### config.mk
export PLATFORM = sky130hd
export DESIGN_NAME = dcd_detectors
export DESIGN_NICKNAME = d
export VERILOG_FILES = /design/src/dcd_detectors.v /design/src/dcd_ms_tick.v
export VERILOG_INCLUDE_DIRS = /design/src /design/src/pkg
export SDC_FILE = /design/constraint.sdc
export NUM_CORES = 2
export LEC_CHECK = 0
export BUFFER_PORTS_ARGS = -buffer_cell sky130_fd_sc_hd__buf_2
export CELL_PAD_IN_SITES_DETAIL_PLACEMENT = 0
export CELL_PAD_IN_SITES_GLOBAL_PLACEMENT = 1
export CORE_MARGIN = 4
export CORE_UTILIZATION = 51
export DETAILED_ROUTE_END_ITERATION = 8
export GPL_ROUTABILITY_DRIVEN = 0
export PLACE_DENSITY = 0.87
export SLEW_MARGIN = 40
export SYNTH_ARGS = -nofsm -noshare
export SYNTH_HDL_FRONTEND = slang
export SYNTH_SLANG_ARGS = --single-unit
### constraint.sdc
create_clock -name core_clk -period 21.2 [get_ports core_clk]
set_input_delay 4.24 -clock core_clk [delete_from_list [all_inputs] [get_ports core_clk]]
set_output_delay 4.24 -clock core_clk [all_outputs]
set_load 0.1 [all_outputs]
### src/pkg/dcd_consts.vh
// constants for the drive condition detectors: offsets, codes, times
// assumes a 40 MHz core clock and byte addressed 32-bit register port
`ifndef DCD_CONSTS_VH
`define DCD_CONSTS_VH

`define DCD_CLK_PERIOD_PS 25000
`define DCD_MS_PS 1000000000
`define DCD_MS_CYCLES (`DCD_MS_PS / `DCD_CLK_PERIOD_PS)
`define DCD_MIN_ON_MS 16'h0064
`define DCD_LOSS_WIN_MS 16'h0190

`define DCD_PCT_RELEASE_CUR 10'h05A
`define DCD_PCT_LOSS 10'h00A
`define DCD_PCT_HYST_TRQ 10'h005
`define DCD_PCT_LOW_FREQ 10'h014
`define DCD_PCT_REC_LOW 10'h014
`define DCD_PCT_FULL 10'h064
`define DCD_RATIO_OFF 10'h3E7

`define DCD_FUNC_OVERLOAD 8'h07
`define DCD_FUNC_CMD_LOST 8'h21
`define DCD_FUNC_CUR_DET 8'h25
`define DCD_FUNC_LOW_TRQ 8'h2D

`define DCD_REG_CUR_LEVEL 8'h00
`define DCD_REG_CUR_TIMER 8'h04
`define DCD_REG_TRQ_LEVEL 8'h08
`define DCD_REG_TRQ_TIMER 8'h0C
`define DCD_REG_RATED_TRQ 8'h10
`define DCD_REG_LOSS_RATIO 8'h14
`define DCD_REG_BASE_FREQ 8'h18
`define DCD_REG_ENERGY_COEF 8'h1C
`define DCD_REG_TERM_FUNC 8'h20
`define DCD_REG_STATUS 8'h24
`define DCD_REG_ENERGY_ACC 8'h28
`define DCD_REG_ENERGY_DISP 8'h2C
`define DCD_REG_FREQ_CMD 8'h30

`define DCD_RST_CUR_LEVEL 16'h0000
`define DCD_RST_TIMER 16'h0000
`define DCD_RST_TRQ_LEVEL 10'h014
`define DCD_RST_RATED_TRQ 16'h0064
`define DCD_RST_LOSS_RATIO 10'h3E7
`define DCD_RST_BASE_FREQ 16'h0000
`define DCD_RST_ENERGY_COEF 16'h03E8
`define DCD_RST_TERM_FUNC 8'h07

`define DCD_ST_OVERLOAD 0
`define DCD_ST_CUR_DET 1
`define DCD_ST_LOW_TRQ 2
`define DCD_ST_CMD_LOST 3
`define DCD_ST_FALLBACK 4
`define DCD_ST_SUSPEND 5

`endif

### src/dcd_detectors.v
// drive condition detectors: current, torque, command loss, energy display
// assumes samples and run state come from logic on core_clk, so no synchroniser
`timescale 1ns/1ps
`include "dcd_consts.vh"
module dcd_detectors #(
    parameter integer MS_CYCLES = `DCD_MS_CYCLES
) (
    input wire core_clk,
    input wire nrst,
    input wire [7:0] reg_addr,
    input wire [31:0] reg_wdata,
    input wire reg_wr,
    input wire reg_rd,
    output reg [31:0] reg_rdata_q,
    input wire [15:0] cur_sample,
    input wire [15:0] trq_sample,
    input wire [15:0] cmd_raw,
    input wire [15:0] freq_out,
    input wire drive_stopped,
    input wire energy_kwh_pulse,
    output reg overload_warning_q,
    output reg current_detected_q,
    output reg low_torque_q,
    output reg cmd_lost_q,
    output reg term_out_q,
    output reg [15:0] freq_cmd_q,
    output reg [31:0] energy_display_q
);
    localparam CL_TRACK = 1'b0;
    localparam CL_LOST = 1'b1;

    // a * 100 compared with b * pct, without any division
    function pct_below;
        input [15:0] a;
        input [15:0] b;
        input [9:0] pct;
        reg [25:0] lhs;
        reg [25:0] rhs;
        begin
            lhs = {3'b000, a} * 26'h0000064;
            rhs = {10'h000, b} * {16'h0000, pct};
            pct_below = lhs < rhs;
        end
    endfunction

    function pct_above;
        input [15:0] a;
        input [15:0] b;
        input [9:0] pct;
        reg [25:0] lhs;
        reg [25:0] rhs;
        begin
            lhs = {3'b000, a} * 26'h0000064;
            rhs = {10'h000, b} * {16'h0000, pct};
            pct_above = lhs > rhs;
        end
    endfunction

    wire ms_tick;

    dcd_ms_tick #(
        .MS_CYCLES(MS_CYCLES)
    ) u_tick (
        .core_clk(core_clk),
        .nrst(nrst),
        .tick_q(ms_tick)
    );

    reg [15:0] current_level_setting_q;
    reg [15:0] current_timer_setting_q;
    reg [9:0] torque_level_setting_q;
    reg [15:0] torque_timer_setting_q;
    reg [15:0] rated_torque_q;
    reg [9:0] loss_fallback_ratio_q;
    reg [15:0] base_frequency_setting_q;
    reg [15:0] energy_display_coefficient_q;
    reg [7:0] term_func_q;
    reg [15:0] energy_acc_q;

    // register writes; a zero coefficient also wipes the accumulator
    always @(posedge core_clk or negedge nrst) begin
        if (!nrst) begin
            current_level_setting_q <= `DCD_RST_CUR_LEVEL;
            current_timer_setting_q <= `DCD_RST_TIMER;
            torque_level_setting_q <= `DCD_RST_TRQ_LEVEL;
            torque_timer_setting_q <= `DCD_RST_TIMER;
            rated_torque_q <= `DCD_RST_RATED_TRQ;
            loss_fallback_ratio_q <= `DCD_RST_LOSS_RATIO;
            base_frequency_setting_q <= `DCD_RST_BASE_FREQ;
            energy_display_coefficient_q <= `DCD_RST_ENERGY_COEF;
            term_func_q <= `DCD_RST_TERM_FUNC;
        end else if (reg_wr) begin
            if (reg_addr == `DCD_REG_CUR_LEVEL) begin
                current_level_setting_q <= reg_wdata[15:0];
            end else if (reg_addr == `DCD_REG_CUR_TIMER) begin
                current_timer_setting_q <= reg_wdata[15:0];
            end else if (reg_addr == `DCD_REG_TRQ_LEVEL) begin
                torque_level_setting_q <= reg_wdata[9:0];
            end else if (reg_addr == `DCD_REG_TRQ_TIMER) begin
                torque_timer_setting_q <= reg_wdata[15:0];
            end else if (reg_addr == `DCD_REG_RATED_TRQ) begin
                rated_torque_q <= reg_wdata[15:0];
            end else if (reg_addr == `DCD_REG_LOSS_RATIO) begin
                loss_fallback_ratio_q <= reg_wdata[9:0];
            end else if (reg_addr == `DCD_REG_BASE_FREQ) begin
                base_frequency_setting_q <= reg_wdata[15:0];
            end else if (reg_addr == `DCD_REG_ENERGY_COEF) begin
                energy_display_coefficient_q <= reg_wdata[15:0];
            end else if (reg_addr == `DCD_REG_TERM_FUNC) begin
                term_func_q <= reg_wdata[7:0];
            end
        end
    end

    // overload warning: plain level compare, no timer
    wire cur_over = cur_sample > current_level_setting_q;

    always @(posedge core_clk or negedge nrst) begin
        if (!nrst) begin
            overload_warning_q <= 1'b0;
        end else begin
            overload_warning_q <= cur_over;
        end
    end

    // current detected with on delay, release hysteresis and minimum width
    reg [15:0] cur_dly_q;
    reg [15:0] cur_min_q;
    wire cur_release = pct_below(cur_sample, current_level_setting_q, `DCD_PCT_RELEASE_CUR);

    always @(posedge core_clk or negedge nrst) begin
        if (!nrst) begin
            cur_dly_q <= 16'h0000;
            cur_min_q <= 16'h0000;
            current_detected_q <= 1'b0;
        end else if (ms_tick) begin
            if (!current_detected_q) begin
                if (!cur_over) begin
                    cur_dly_q <= 16'h0000;
                end else if (cur_dly_q >= current_timer_setting_q) begin
                    current_detected_q <= 1'b1;
                    cur_min_q <= `DCD_MIN_ON_MS;
                    cur_dly_q <= 16'h0000;
                end else begin
                    cur_dly_q <= cur_dly_q + 16'h0001;
                end
            end else begin
                if (cur_min_q != 16'h0000) begin
                    cur_min_q <= cur_min_q - 16'h0001;
                end else if (cur_release) begin
                    current_detected_q <= 1'b0;
                end
            end
        end
    end

    // low torque: thresholds scaled against rated torque
    reg [15:0] trq_dly_q;
    reg [15:0] trq_min_q;
    wire [9:0] trq_off_pct = torque_level_setting_q + `DCD_PCT_HYST_TRQ;
    wire trq_under = pct_below(trq_sample, rated_torque_q, torque_level_setting_q);
    wire trq_over = pct_above(trq_sample, rated_torque_q, trq_off_pct);
    // torque estimate is poor at low speed, so the decision is frozen there
    wire trq_suspend = pct_below(freq_out, base_frequency_setting_q, `DCD_PCT_LOW_FREQ);

    always @(posedge core_clk or negedge nrst) begin
        if (!nrst) begin
            trq_dly_q <= 16'h0000;
            trq_min_q <= 16'h0000;
            low_torque_q <= 1'b0;
        end else if (drive_stopped) begin
            trq_dly_q <= 16'h0000;
            trq_min_q <= 16'h0000;
            low_torque_q <= 1'b0;
        end else if (ms_tick && !trq_suspend) begin
            if (!low_torque_q) begin
                if (!trq_under) begin
                    trq_dly_q <= 16'h0000;
                end else if (trq_dly_q >= torque_timer_setting_q) begin
                    low_torque_q <= 1'b1;
                    trq_min_q <= `DCD_MIN_ON_MS;
                    trq_dly_q <= 16'h0000;
                end else begin
                    trq_dly_q <= trq_dly_q + 16'h0001;
                end
            end else begin
                if (trq_min_q != 16'h0000) begin
                    trq_min_q <= trq_min_q - 16'h0001;
                end else if (trq_over) begin
                    low_torque_q <= 1'b0;
                end
            end
        end
    end

    // command loss; works on the raw command, never the filtered one
    reg cl_state_q;
    reg [15:0] f1_q;
    reg [15:0] win_q;
    reg [9:0] rec_pct;
    reg [25:0] fallback_full;
    wire ratio_off = loss_fallback_ratio_q == `DCD_RATIO_OFF;
    wire cmd_low = pct_below(cmd_raw, f1_q, `DCD_PCT_LOSS);
    wire cmd_back = pct_above(cmd_raw, f1_q, rec_pct);

    always @* begin
        if (loss_fallback_ratio_q == 10'h000 || ratio_off) begin
            rec_pct = `DCD_PCT_REC_LOW;
        end else if (loss_fallback_ratio_q >= `DCD_PCT_FULL) begin
            rec_pct = `DCD_PCT_FULL;
        end else begin
            rec_pct = loss_fallback_ratio_q;
        end
        fallback_full = ({10'h000, f1_q} * {16'h0000, loss_fallback_ratio_q}) / 26'h0000064;
    end

    always @(posedge core_clk or negedge nrst) begin
        if (!nrst) begin
            cl_state_q <= CL_TRACK;
            f1_q <= 16'h0000;
            win_q <= 16'h0000;
        end else begin
            case (cl_state_q)
                CL_TRACK: begin
                    if (cmd_low) begin
                        cl_state_q <= CL_LOST;
                    end else if (ms_tick) begin
                        // reference is refreshed once per window
                        if (win_q >= `DCD_LOSS_WIN_MS - 16'h0001) begin
                            win_q <= 16'h0000;
                            f1_q <= cmd_raw;
                        end else begin
                            win_q <= win_q + 16'h0001;
                        end
                    end
                end
                CL_LOST: begin
                    if (cmd_back) begin
                        cl_state_q <= CL_TRACK;
                        win_q <= 16'h0000;
                        f1_q <= cmd_raw;
                    end
                end
                default: begin
                    cl_state_q <= CL_TRACK;
                end
            endcase
        end
    end

    always @(posedge core_clk or negedge nrst) begin
        if (!nrst) begin
            cmd_lost_q <= 1'b0;
            freq_cmd_q <= 16'h0000;
        end else begin
            cmd_lost_q <= cl_state_q == CL_LOST;
            if (cl_state_q == CL_LOST && !ratio_off) begin
                freq_cmd_q <= fallback_full[15:0];
            end else begin
                freq_cmd_q <= cmd_raw;
            end
        end
    end

    // energy accumulator saturates instead of wrapping
    always @(posedge core_clk or negedge nrst) begin
        if (!nrst) begin
            energy_acc_q <= 16'h0000;
            energy_display_q <= 32'h00000000;
        end else begin
            if (energy_display_coefficient_q == 16'h0000) begin
                energy_acc_q <= 16'h0000;
            end else if (energy_kwh_pulse && energy_acc_q != 16'hFFFF) begin
                energy_acc_q <= energy_acc_q + 16'h0001;
            end
            energy_display_q <= energy_display_coefficient_q * energy_acc_q;
        end
    end

    // one general purpose terminal, steered by its function code
    always @(posedge core_clk or negedge nrst) begin
        if (!nrst) begin
            term_out_q <= 1'b0;
        end else if (term_func_q == `DCD_FUNC_OVERLOAD) begin
            term_out_q <= overload_warning_q;
        end else if (term_func_q == `DCD_FUNC_CUR_DET) begin
            term_out_q <= current_detected_q;
        end else if (term_func_q == `DCD_FUNC_LOW_TRQ) begin
            term_out_q <= low_torque_q;
        end else if (term_func_q == `DCD_FUNC_CMD_LOST) begin
            term_out_q <= cmd_lost_q;
        end else begin
            term_out_q <= 1'b0;
        end
    end

    // read port, data one cycle after the strobe; unmapped reads zero
    reg [31:0] status_w;

    always @* begin
        status_w = 32'h00000000;
        status_w[`DCD_ST_OVERLOAD] = overload_warning_q;
        status_w[`DCD_ST_CUR_DET] = current_detected_q;
        status_w[`DCD_ST_LOW_TRQ] = low_torque_q;
        status_w[`DCD_ST_CMD_LOST] = cmd_lost_q;
        status_w[`DCD_ST_FALLBACK] = cmd_lost_q && !ratio_off;
        status_w[`DCD_ST_SUSPEND] = trq_suspend;
    end

    always @(posedge core_clk or negedge nrst) begin
        if (!nrst) begin
            reg_rdata_q <= 32'h00000000;
        end else if (reg_rd) begin
            if (reg_addr == `DCD_REG_CUR_LEVEL) begin
                reg_rdata_q <= {16'h0000, current_level_setting_q};
            end else if (reg_addr == `DCD_REG_CUR_TIMER) begin
                reg_rdata_q <= {16'h0000, current_timer_setting_q};
            end else if (reg_addr == `DCD_REG_TRQ_LEVEL) begin
                reg_rdata_q <= {22'h000000, torque_level_setting_q};
            end else if (reg_addr == `DCD_REG_TRQ_TIMER) begin
                reg_rdata_q <= {16'h0000, torque_timer_setting_q};
            end else if (reg_addr == `DCD_REG_RATED_TRQ) begin
                reg_rdata_q <= {16'h0000, rated_torque_q};
            end else if (reg_addr == `DCD_REG_LOSS_RATIO) begin
                reg_rdata_q <= {22'h000000, loss_fallback_ratio_q};
            end else if (reg_addr == `DCD_REG_BASE_FREQ) begin
                reg_rdata_q <= {16'h0000, base_frequency_setting_q};
            end else if (reg_addr == `DCD_REG_ENERGY_COEF) begin
                reg_rdata_q <= {16'h0000, energy_display_coefficient_q};
            end else if (reg_addr == `DCD_REG_TERM_FUNC) begin
                reg_rdata_q <= {24'h000000, term_func_q};
            end else if (reg_addr == `DCD_REG_STATUS) begin
                reg_rdata_q <= status_w;
            end else if (reg_addr == `DCD_REG_ENERGY_ACC) begin
                reg_rdata_q <= {16'h0000, energy_acc_q};
            end else if (reg_addr == `DCD_REG_ENERGY_DISP) begin
                reg_rdata_q <= energy_display_q;
            end else if (reg_addr == `DCD_REG_FREQ_CMD) begin
                reg_rdata_q <= {16'h0000, freq_cmd_q};
            end else begin
                reg_rdata_q <= 32'h00000000;
            end
        end else begin
            reg_rdata_q <= 32'h00000000;
        end
    end
endmodule

### src/dcd_ms_tick.v
// millisecond timebase for the detectors
// assumes one free running core clock; tick is a one cycle pulse
`timescale 1ns/1ps
module dcd_ms_tick #(
    parameter integer MS_CYCLES = 40000
) (
    input wire core_clk,
    input wire nrst,
    output reg tick_q
);
    reg [31:0] cnt_q;

    always @(posedge core_clk or negedge nrst) begin
        if (!nrst) begin
            cnt_q <= 32'h00000000;
            tick_q <= 1'b0;
        end else if (cnt_q >= MS_CYCLES - 1) begin
            cnt_q <= 32'h00000000;
            tick_q <= 1'b1;
        end else begin
            cnt_q <= cnt_q + 32'h00000001;
            tick_q <= 1'b0;
        end
    end
endmodule
**Yosys cells after proc, flatten, opt, wreduce, memory -nomap -nowiden**

Index checks and enable logic that the tools add are counted.

- Register bits: 355
- Logic and storage cells: 195
- Input bits: 110
- Output and inout bits: 85

- Div/mod/pow operators: 1
- Eq/ne operators: 25
- Multiplexer cells: 67
- $lt $le $gt $ge: 12
- $mul: 12
- Add/subtract/negate cells: 8
- Reductions and logical operators: 33
- Bitwise logic cells: 10

Operators with widths:

| kind | count |
|---|---|
| $mux 16 | 29 |
| $mux 32 | 14 |
| $mul 16x10->26 | 4 |
| $mul 16x5->21 const B | 4 |
| $add 16x1->16 const B | 4 |
| $eq 8x6->1 const B | 8 |
| $pmux 16 s2 | 2 |
| $gt 23x26->1 | 2 |
| $mul 16x3->19 const B | 2 |
| $add 32x1->32 const B | 1 |
| $eq 8x5->1 const B | 4 |
| $ge 16x16->1 | 2 |
| $ge 32x16->1 const B | 1 |
| $mul 16x16->32 | 1 |
| $reduce_bool 16->1 | 2 |
| $sub 16x1->16 const B | 2 |
| $div 26x7->26 const B | 1 |
| $lt 23x26->1 | 1 |
| $lt 23x20->1 | 1 |
| $lt 23x21->1 | 1 |
| $lt 23x23->1 | 1 |
| $mul 16x6->22 const B | 1 |
| $mux 10 | 2 |
| $mux 1 | 19 |
| other kinds (30) | 59 |

**Depth between registers and ports, before layout**

- Depth after elaboration: 15
- Depth in mapped cells: 69
- Gate-level depth less buffers: 55

**Cells and area by module**

Synthesis repeated with hierarchy kept, for this count alone.

- Cell total of the unflattened synthesis: 6791
- Area, all modules: 60310.3 µm²

By module, submodules not included:

| module | cells an instance | area an instance (µm²) | seq. area each (µm²) | instances |
|---|---|---|---|---|
| dcd_detectors | 6682 | 59015.4 | 8085.3 | 1 |
| dcd_ms_tick | 109 | 1295.0 | 825.8 | 1 |

**Least setup slack after synthesis**

Ideal clock, no wire load.

- Kind: register to register
- From: reg loss_fallback_ratio_q[6]
- To: reg freq_cmd_q[0]
- Library setup time: 0.086 ns
- Path slack: 5.324 ns
- Stages on the path, launching flop included: 63
- Arrival time: 15.791 ns
- Period minus slack after synthesis: 15.876 ns
- Cells stage by stage: dfstp_2 clkbuf_1 clkbuf_1 nand2_1 fa_1 inv_1 fa_1 fa_1 fa_1 inv_1 fa_1 inv_1 ha_1 buf_6 a21oi_2 o21ai_1 a2111oi_1 nor2_1 [... 27 more ...] or4_1 buf_4 a31oi_4 mux2_2 a21oi_1 a211oi_1 a31o_2 a2111oi_4 nor2_1 o211a_1 a211o_4 o21ai_4 nand2_4 maj3_2 xnor2_2 or3b_2 a21o_1 a32oi_1

- Longest elaborated chain between the ends: 4
- Elaborated cells between the ends (all ways): 6

RTL lines:

| element | line | RTL |
|---|---|---|
| start, declared | dcd_detectors.v:74 | `reg [9:0] loss_fallback_ratio_q;` |
| start signal, assigned | dcd_detectors.v:88 | `` loss_fallback_ratio_q <= `DCD_RST_LOSS_RATIO; `` |
| start signal, assigned | dcd_detectors.v:104 | `loss_fallback_ratio_q <= reg_wdata[9:0];` |
| parallel branches: the longest is 3 deep, another holds $mul 16x10->26 | n/a |  |
| $mux 16 * | dcd_detectors.v:257 | `if (cl_state_q == CL_LOST && !ratio_off) begin` |
| end signal, assigned | dcd_detectors.v:258 | `freq_cmd_q <= fallback_full[15:0];` |
| end signal, assigned | dcd_detectors.v:260 | `freq_cmd_q <= cmd_raw;` |
| end, declared | dcd_detectors.v:26 | `output reg [15:0] freq_cmd_q,` |

Mark *: on every way between the ends.
A chain may end at the register's enable or synchronous reset.

**Final worst setup path**

- From: reg loss_fallback_ratio_q[1]
- To: reg freq_cmd_q[0]

Same word-level chain as after synthesis.

==> results.ini <==
[routing]
drcViolationCount = 0
drtIter0Drc = 3594
first_pass_iters = 8
vias = 47900
wl_per_cell_um = 19.3
vias_per_cell = 5.71
postRouteAntennaNets = 0
wl_um = 162000

[yosys]
synthArstFlopShare_pct = 100
synthCells = 6733
synth_cell_types = 130
synth_flop_cell = dfrtp_1
synth_area_leaders = fa_1 (24%), ha_1 (17%), dfrtp_1 (14%)
yosysTopAreaCell = fa_1
synth_top_area_share_pct = 23.6
synth_commonest_cells = inv_1 (1142), ha_1 (829), fa_1 (706), nand2_1 (678), dfrtp_1 (333)
ys_seq_area_share_pct = 14.9
netlist_area_mm2 = 0.0599
yosysWarnings = 0
synth_seq_cells = 355
synth_edf_count = 0
syn_area_per_cell_um2 = 8.89
yosysMostFrequentCell = inv_1

[die]
initial_utilization_pct = 51.5
core_area_mm2 = 0.116
dieArea_mm2 = 0.123
rows = 125
die_y_um = 351
io_pins = 195
die_x_um = 351

[timing]
slew_headroom_pct = 41.6
finalCritPeriodShare_pct = 88.5
tns_ps = 0
max_freq_ghz = 0.0533
worstMarginPinSlew_ps = 876
worst_slack_ps = 2450
drv_slew = 0
rsz0062_at_grt = false
fin_crit_ps = 18750
finalHoldViolations = 0
setup_viol_count_final = 0
skew_ps = 33.5

[cells_and_area]
finish.utilization_pct = 55.0
final_nets = 8455
nFillCells = 10500
drive_above_1_share_pct = 8.65
syn2layout_area_growth_pct = 6.87

[clocking]
clk_pin_slew_ps = 70
post-cts-setup-buffer-count = 0
cts.sinks = 355
htreeDepth = 2
cts_buffer_depth = 3
cts_resized = 0
clock_latency_ps = 600
cts_tree = done
cts-buffers-inserted = 43
cts_hold_buf = 0
cts-root-buf = clkbuf_16

[hold_path]
worstHoldEndpoint = u_tick.cnt_q[0]
hp-class = reg2reg
hold_start = u_tick.cnt_q[0]
hold_path_depth = 1

[worst_setup_path]
regToRegStartpoint = loss_fallback_ratio_q[1]
reg2regPathDepth = 55
worst-path-max-fanout = 23
critical-path-max-stage-delay_ps = 950
cp.arrival_ps = 19230
critical_path.most_common_cell = fa_1
critPathRequiredTime_ps = 21680
worstSetupStartpoint = loss_fallback_ratio_q[1]
worst-setup-path-type = reg2reg
critPathSlowestCell = dfstp_2
cp-start-kind = flip-flop
cp-end-kind = flip-flop
timing.rr.end = freq_cmd_q[0]
reg2reg_slack_ps = 2450

[place]
dp_slack_ps = 2770
hpwl_um = 128000
io_buffer_count = 178

[job]
maxCapViolCount = 0

[global_route]
antenna_found_initial = 29
grt_pass1_vias = 49400
grt_max_degree = 98
track_usage_pct = 26.6
grt_pass1_wl_um = 262000
grt-ovfl-total = 0

[status]
status = completed

sequential cells by signal, summed over array words and instances (netlist names), 8 cells and up:
| name | cells |
|---|---|
| current_level_setting_q | 16 |
| energy_display_coefficient_q | 16 |
| trq_min_q | 16 |
| freq_cmd_q | 16 |
| base_frequency_setting_q | 16 |
| cur_dly_q | 16 |
| f1_q | 16 |
| win_q | 16 |
| torque_level_setting_q | 10 |
| term_func_q | 8 |
| current_timer_setting_q | 16 |
| energy_display_q | 32 |
| torque_timer_setting_q | 16 |
| u_tick.cnt_q | 32 |
| cur_min_q | 16 |
| trq_dly_q | 16 |
| reg_rdata_q | 32 |
| energy_acc_q | 16 |
| loss_fallback_ratio_q | 10 |
| rated_torque_q | 16 |
cell type report:
cell class | count | area, µm² | share of cell area (%)
timing repair buffer | 231 | 1330 | 2.08
antenna | 15 | 37.5 | 0.0587
clock buffer | 53 | 1170 | 1.83
tap | 1524 | 1910 | 2.98
sequential | 355 | 8940 | 14.0
inverter | 1142 | 4290 | 6.70
clock inverter | 26 | 392 | 0.612
multi-input combinational | 5037 | 45900 | 71.8
kinds of logic (layout without fill, tap and decap cells):
group                    count (synthesis)  in the layout  share of synthesized area (%)
AND/OR/NAND/NOR                       1857           1857                           15.5
adder cells (fa/ha/maj)               1541           1541                           41.0
buffers and inverters                 1403           1452                           8.98
AO/OA/AOI/OAI                         1129           1129                           12.4
flip-flops                             355            355                           14.9
XOR/XNOR                               291            291                           4.28
multiplexers                           155            155                           2.88
other                                    2             79                         0.0125
metrics by stage:
step | std cells | hold WS, ps | cell area (µm²)
2_1_floorplan | 6795 | 434 | 60100
3_3_place_gp | 8287 | 470 | 62300
3_5_place_dp | 8287 | 478 | 62300
4_1_cts | 8366 | 486 | 63900
5_1_grt | 8370 | 505 | 64000
6_report | 8383 | 482 | 64000
worst max path at each step:
stage / to / slack [ps] / cells after the start
floorplan: freq_cmd_q[0] / 5320 / 62
global placement: freq_cmd_q[0] / 2860 / 52
detailed placement: freq_cmd_q[0] / 2770 / 52
CTS: freq_cmd_q[0] / 2750 / 55
global route: freq_cmd_q[0] / 1590 / 55
finish: freq_cmd_q[0] / 2450 / 55
worst max-delay path: cells and delay by family, from the launching register on:
family	cells	cell delay, ps
AO/OA/AOI/OAI	25	7900
adder cells (fa/ha/maj)	8	3880
AND/OR/NAND/NOR	13	3450
multiplexers	5	1910
flip-flops	1	950
XOR/XNOR	1	310
buffers and inverters	3	170
cells in the final DEF (no fill, tap or decap), types with 37 or more instances in the layout:
master and instances:
ha_1 829, nand2b_1 96, inv_1 1142, nand3_1 117, dfrtp_1 312, fa_1 706
o21bai_1 76, buf_4 47, xnor2_1 192, a31oi_1 37, buf_2 178, and2_1 313
conb_1 64, nor3_1 46, nand2_1 678, mux2_2 134, and3_1 78, o21ai_0 281
nor2b_1 102, clkbuf_16 43, a21o_1 68, xor2_1 91, nor2_1 241, nand4_1 41
a21oi_1 314
metal layers:
layer	vias to the layer above	GRT usage, %	part of all wire (%)
li1	22200	-	-
met1	23700	33.4	40
met2	1586	45.3	47
met3	333	5.90	8.4
met4	16	9.46	4.0
met5	-	0	0.067
Power is not shown: default switching activity piles up to over one toggle a cycle in this logic, so the estimate is an artifact.
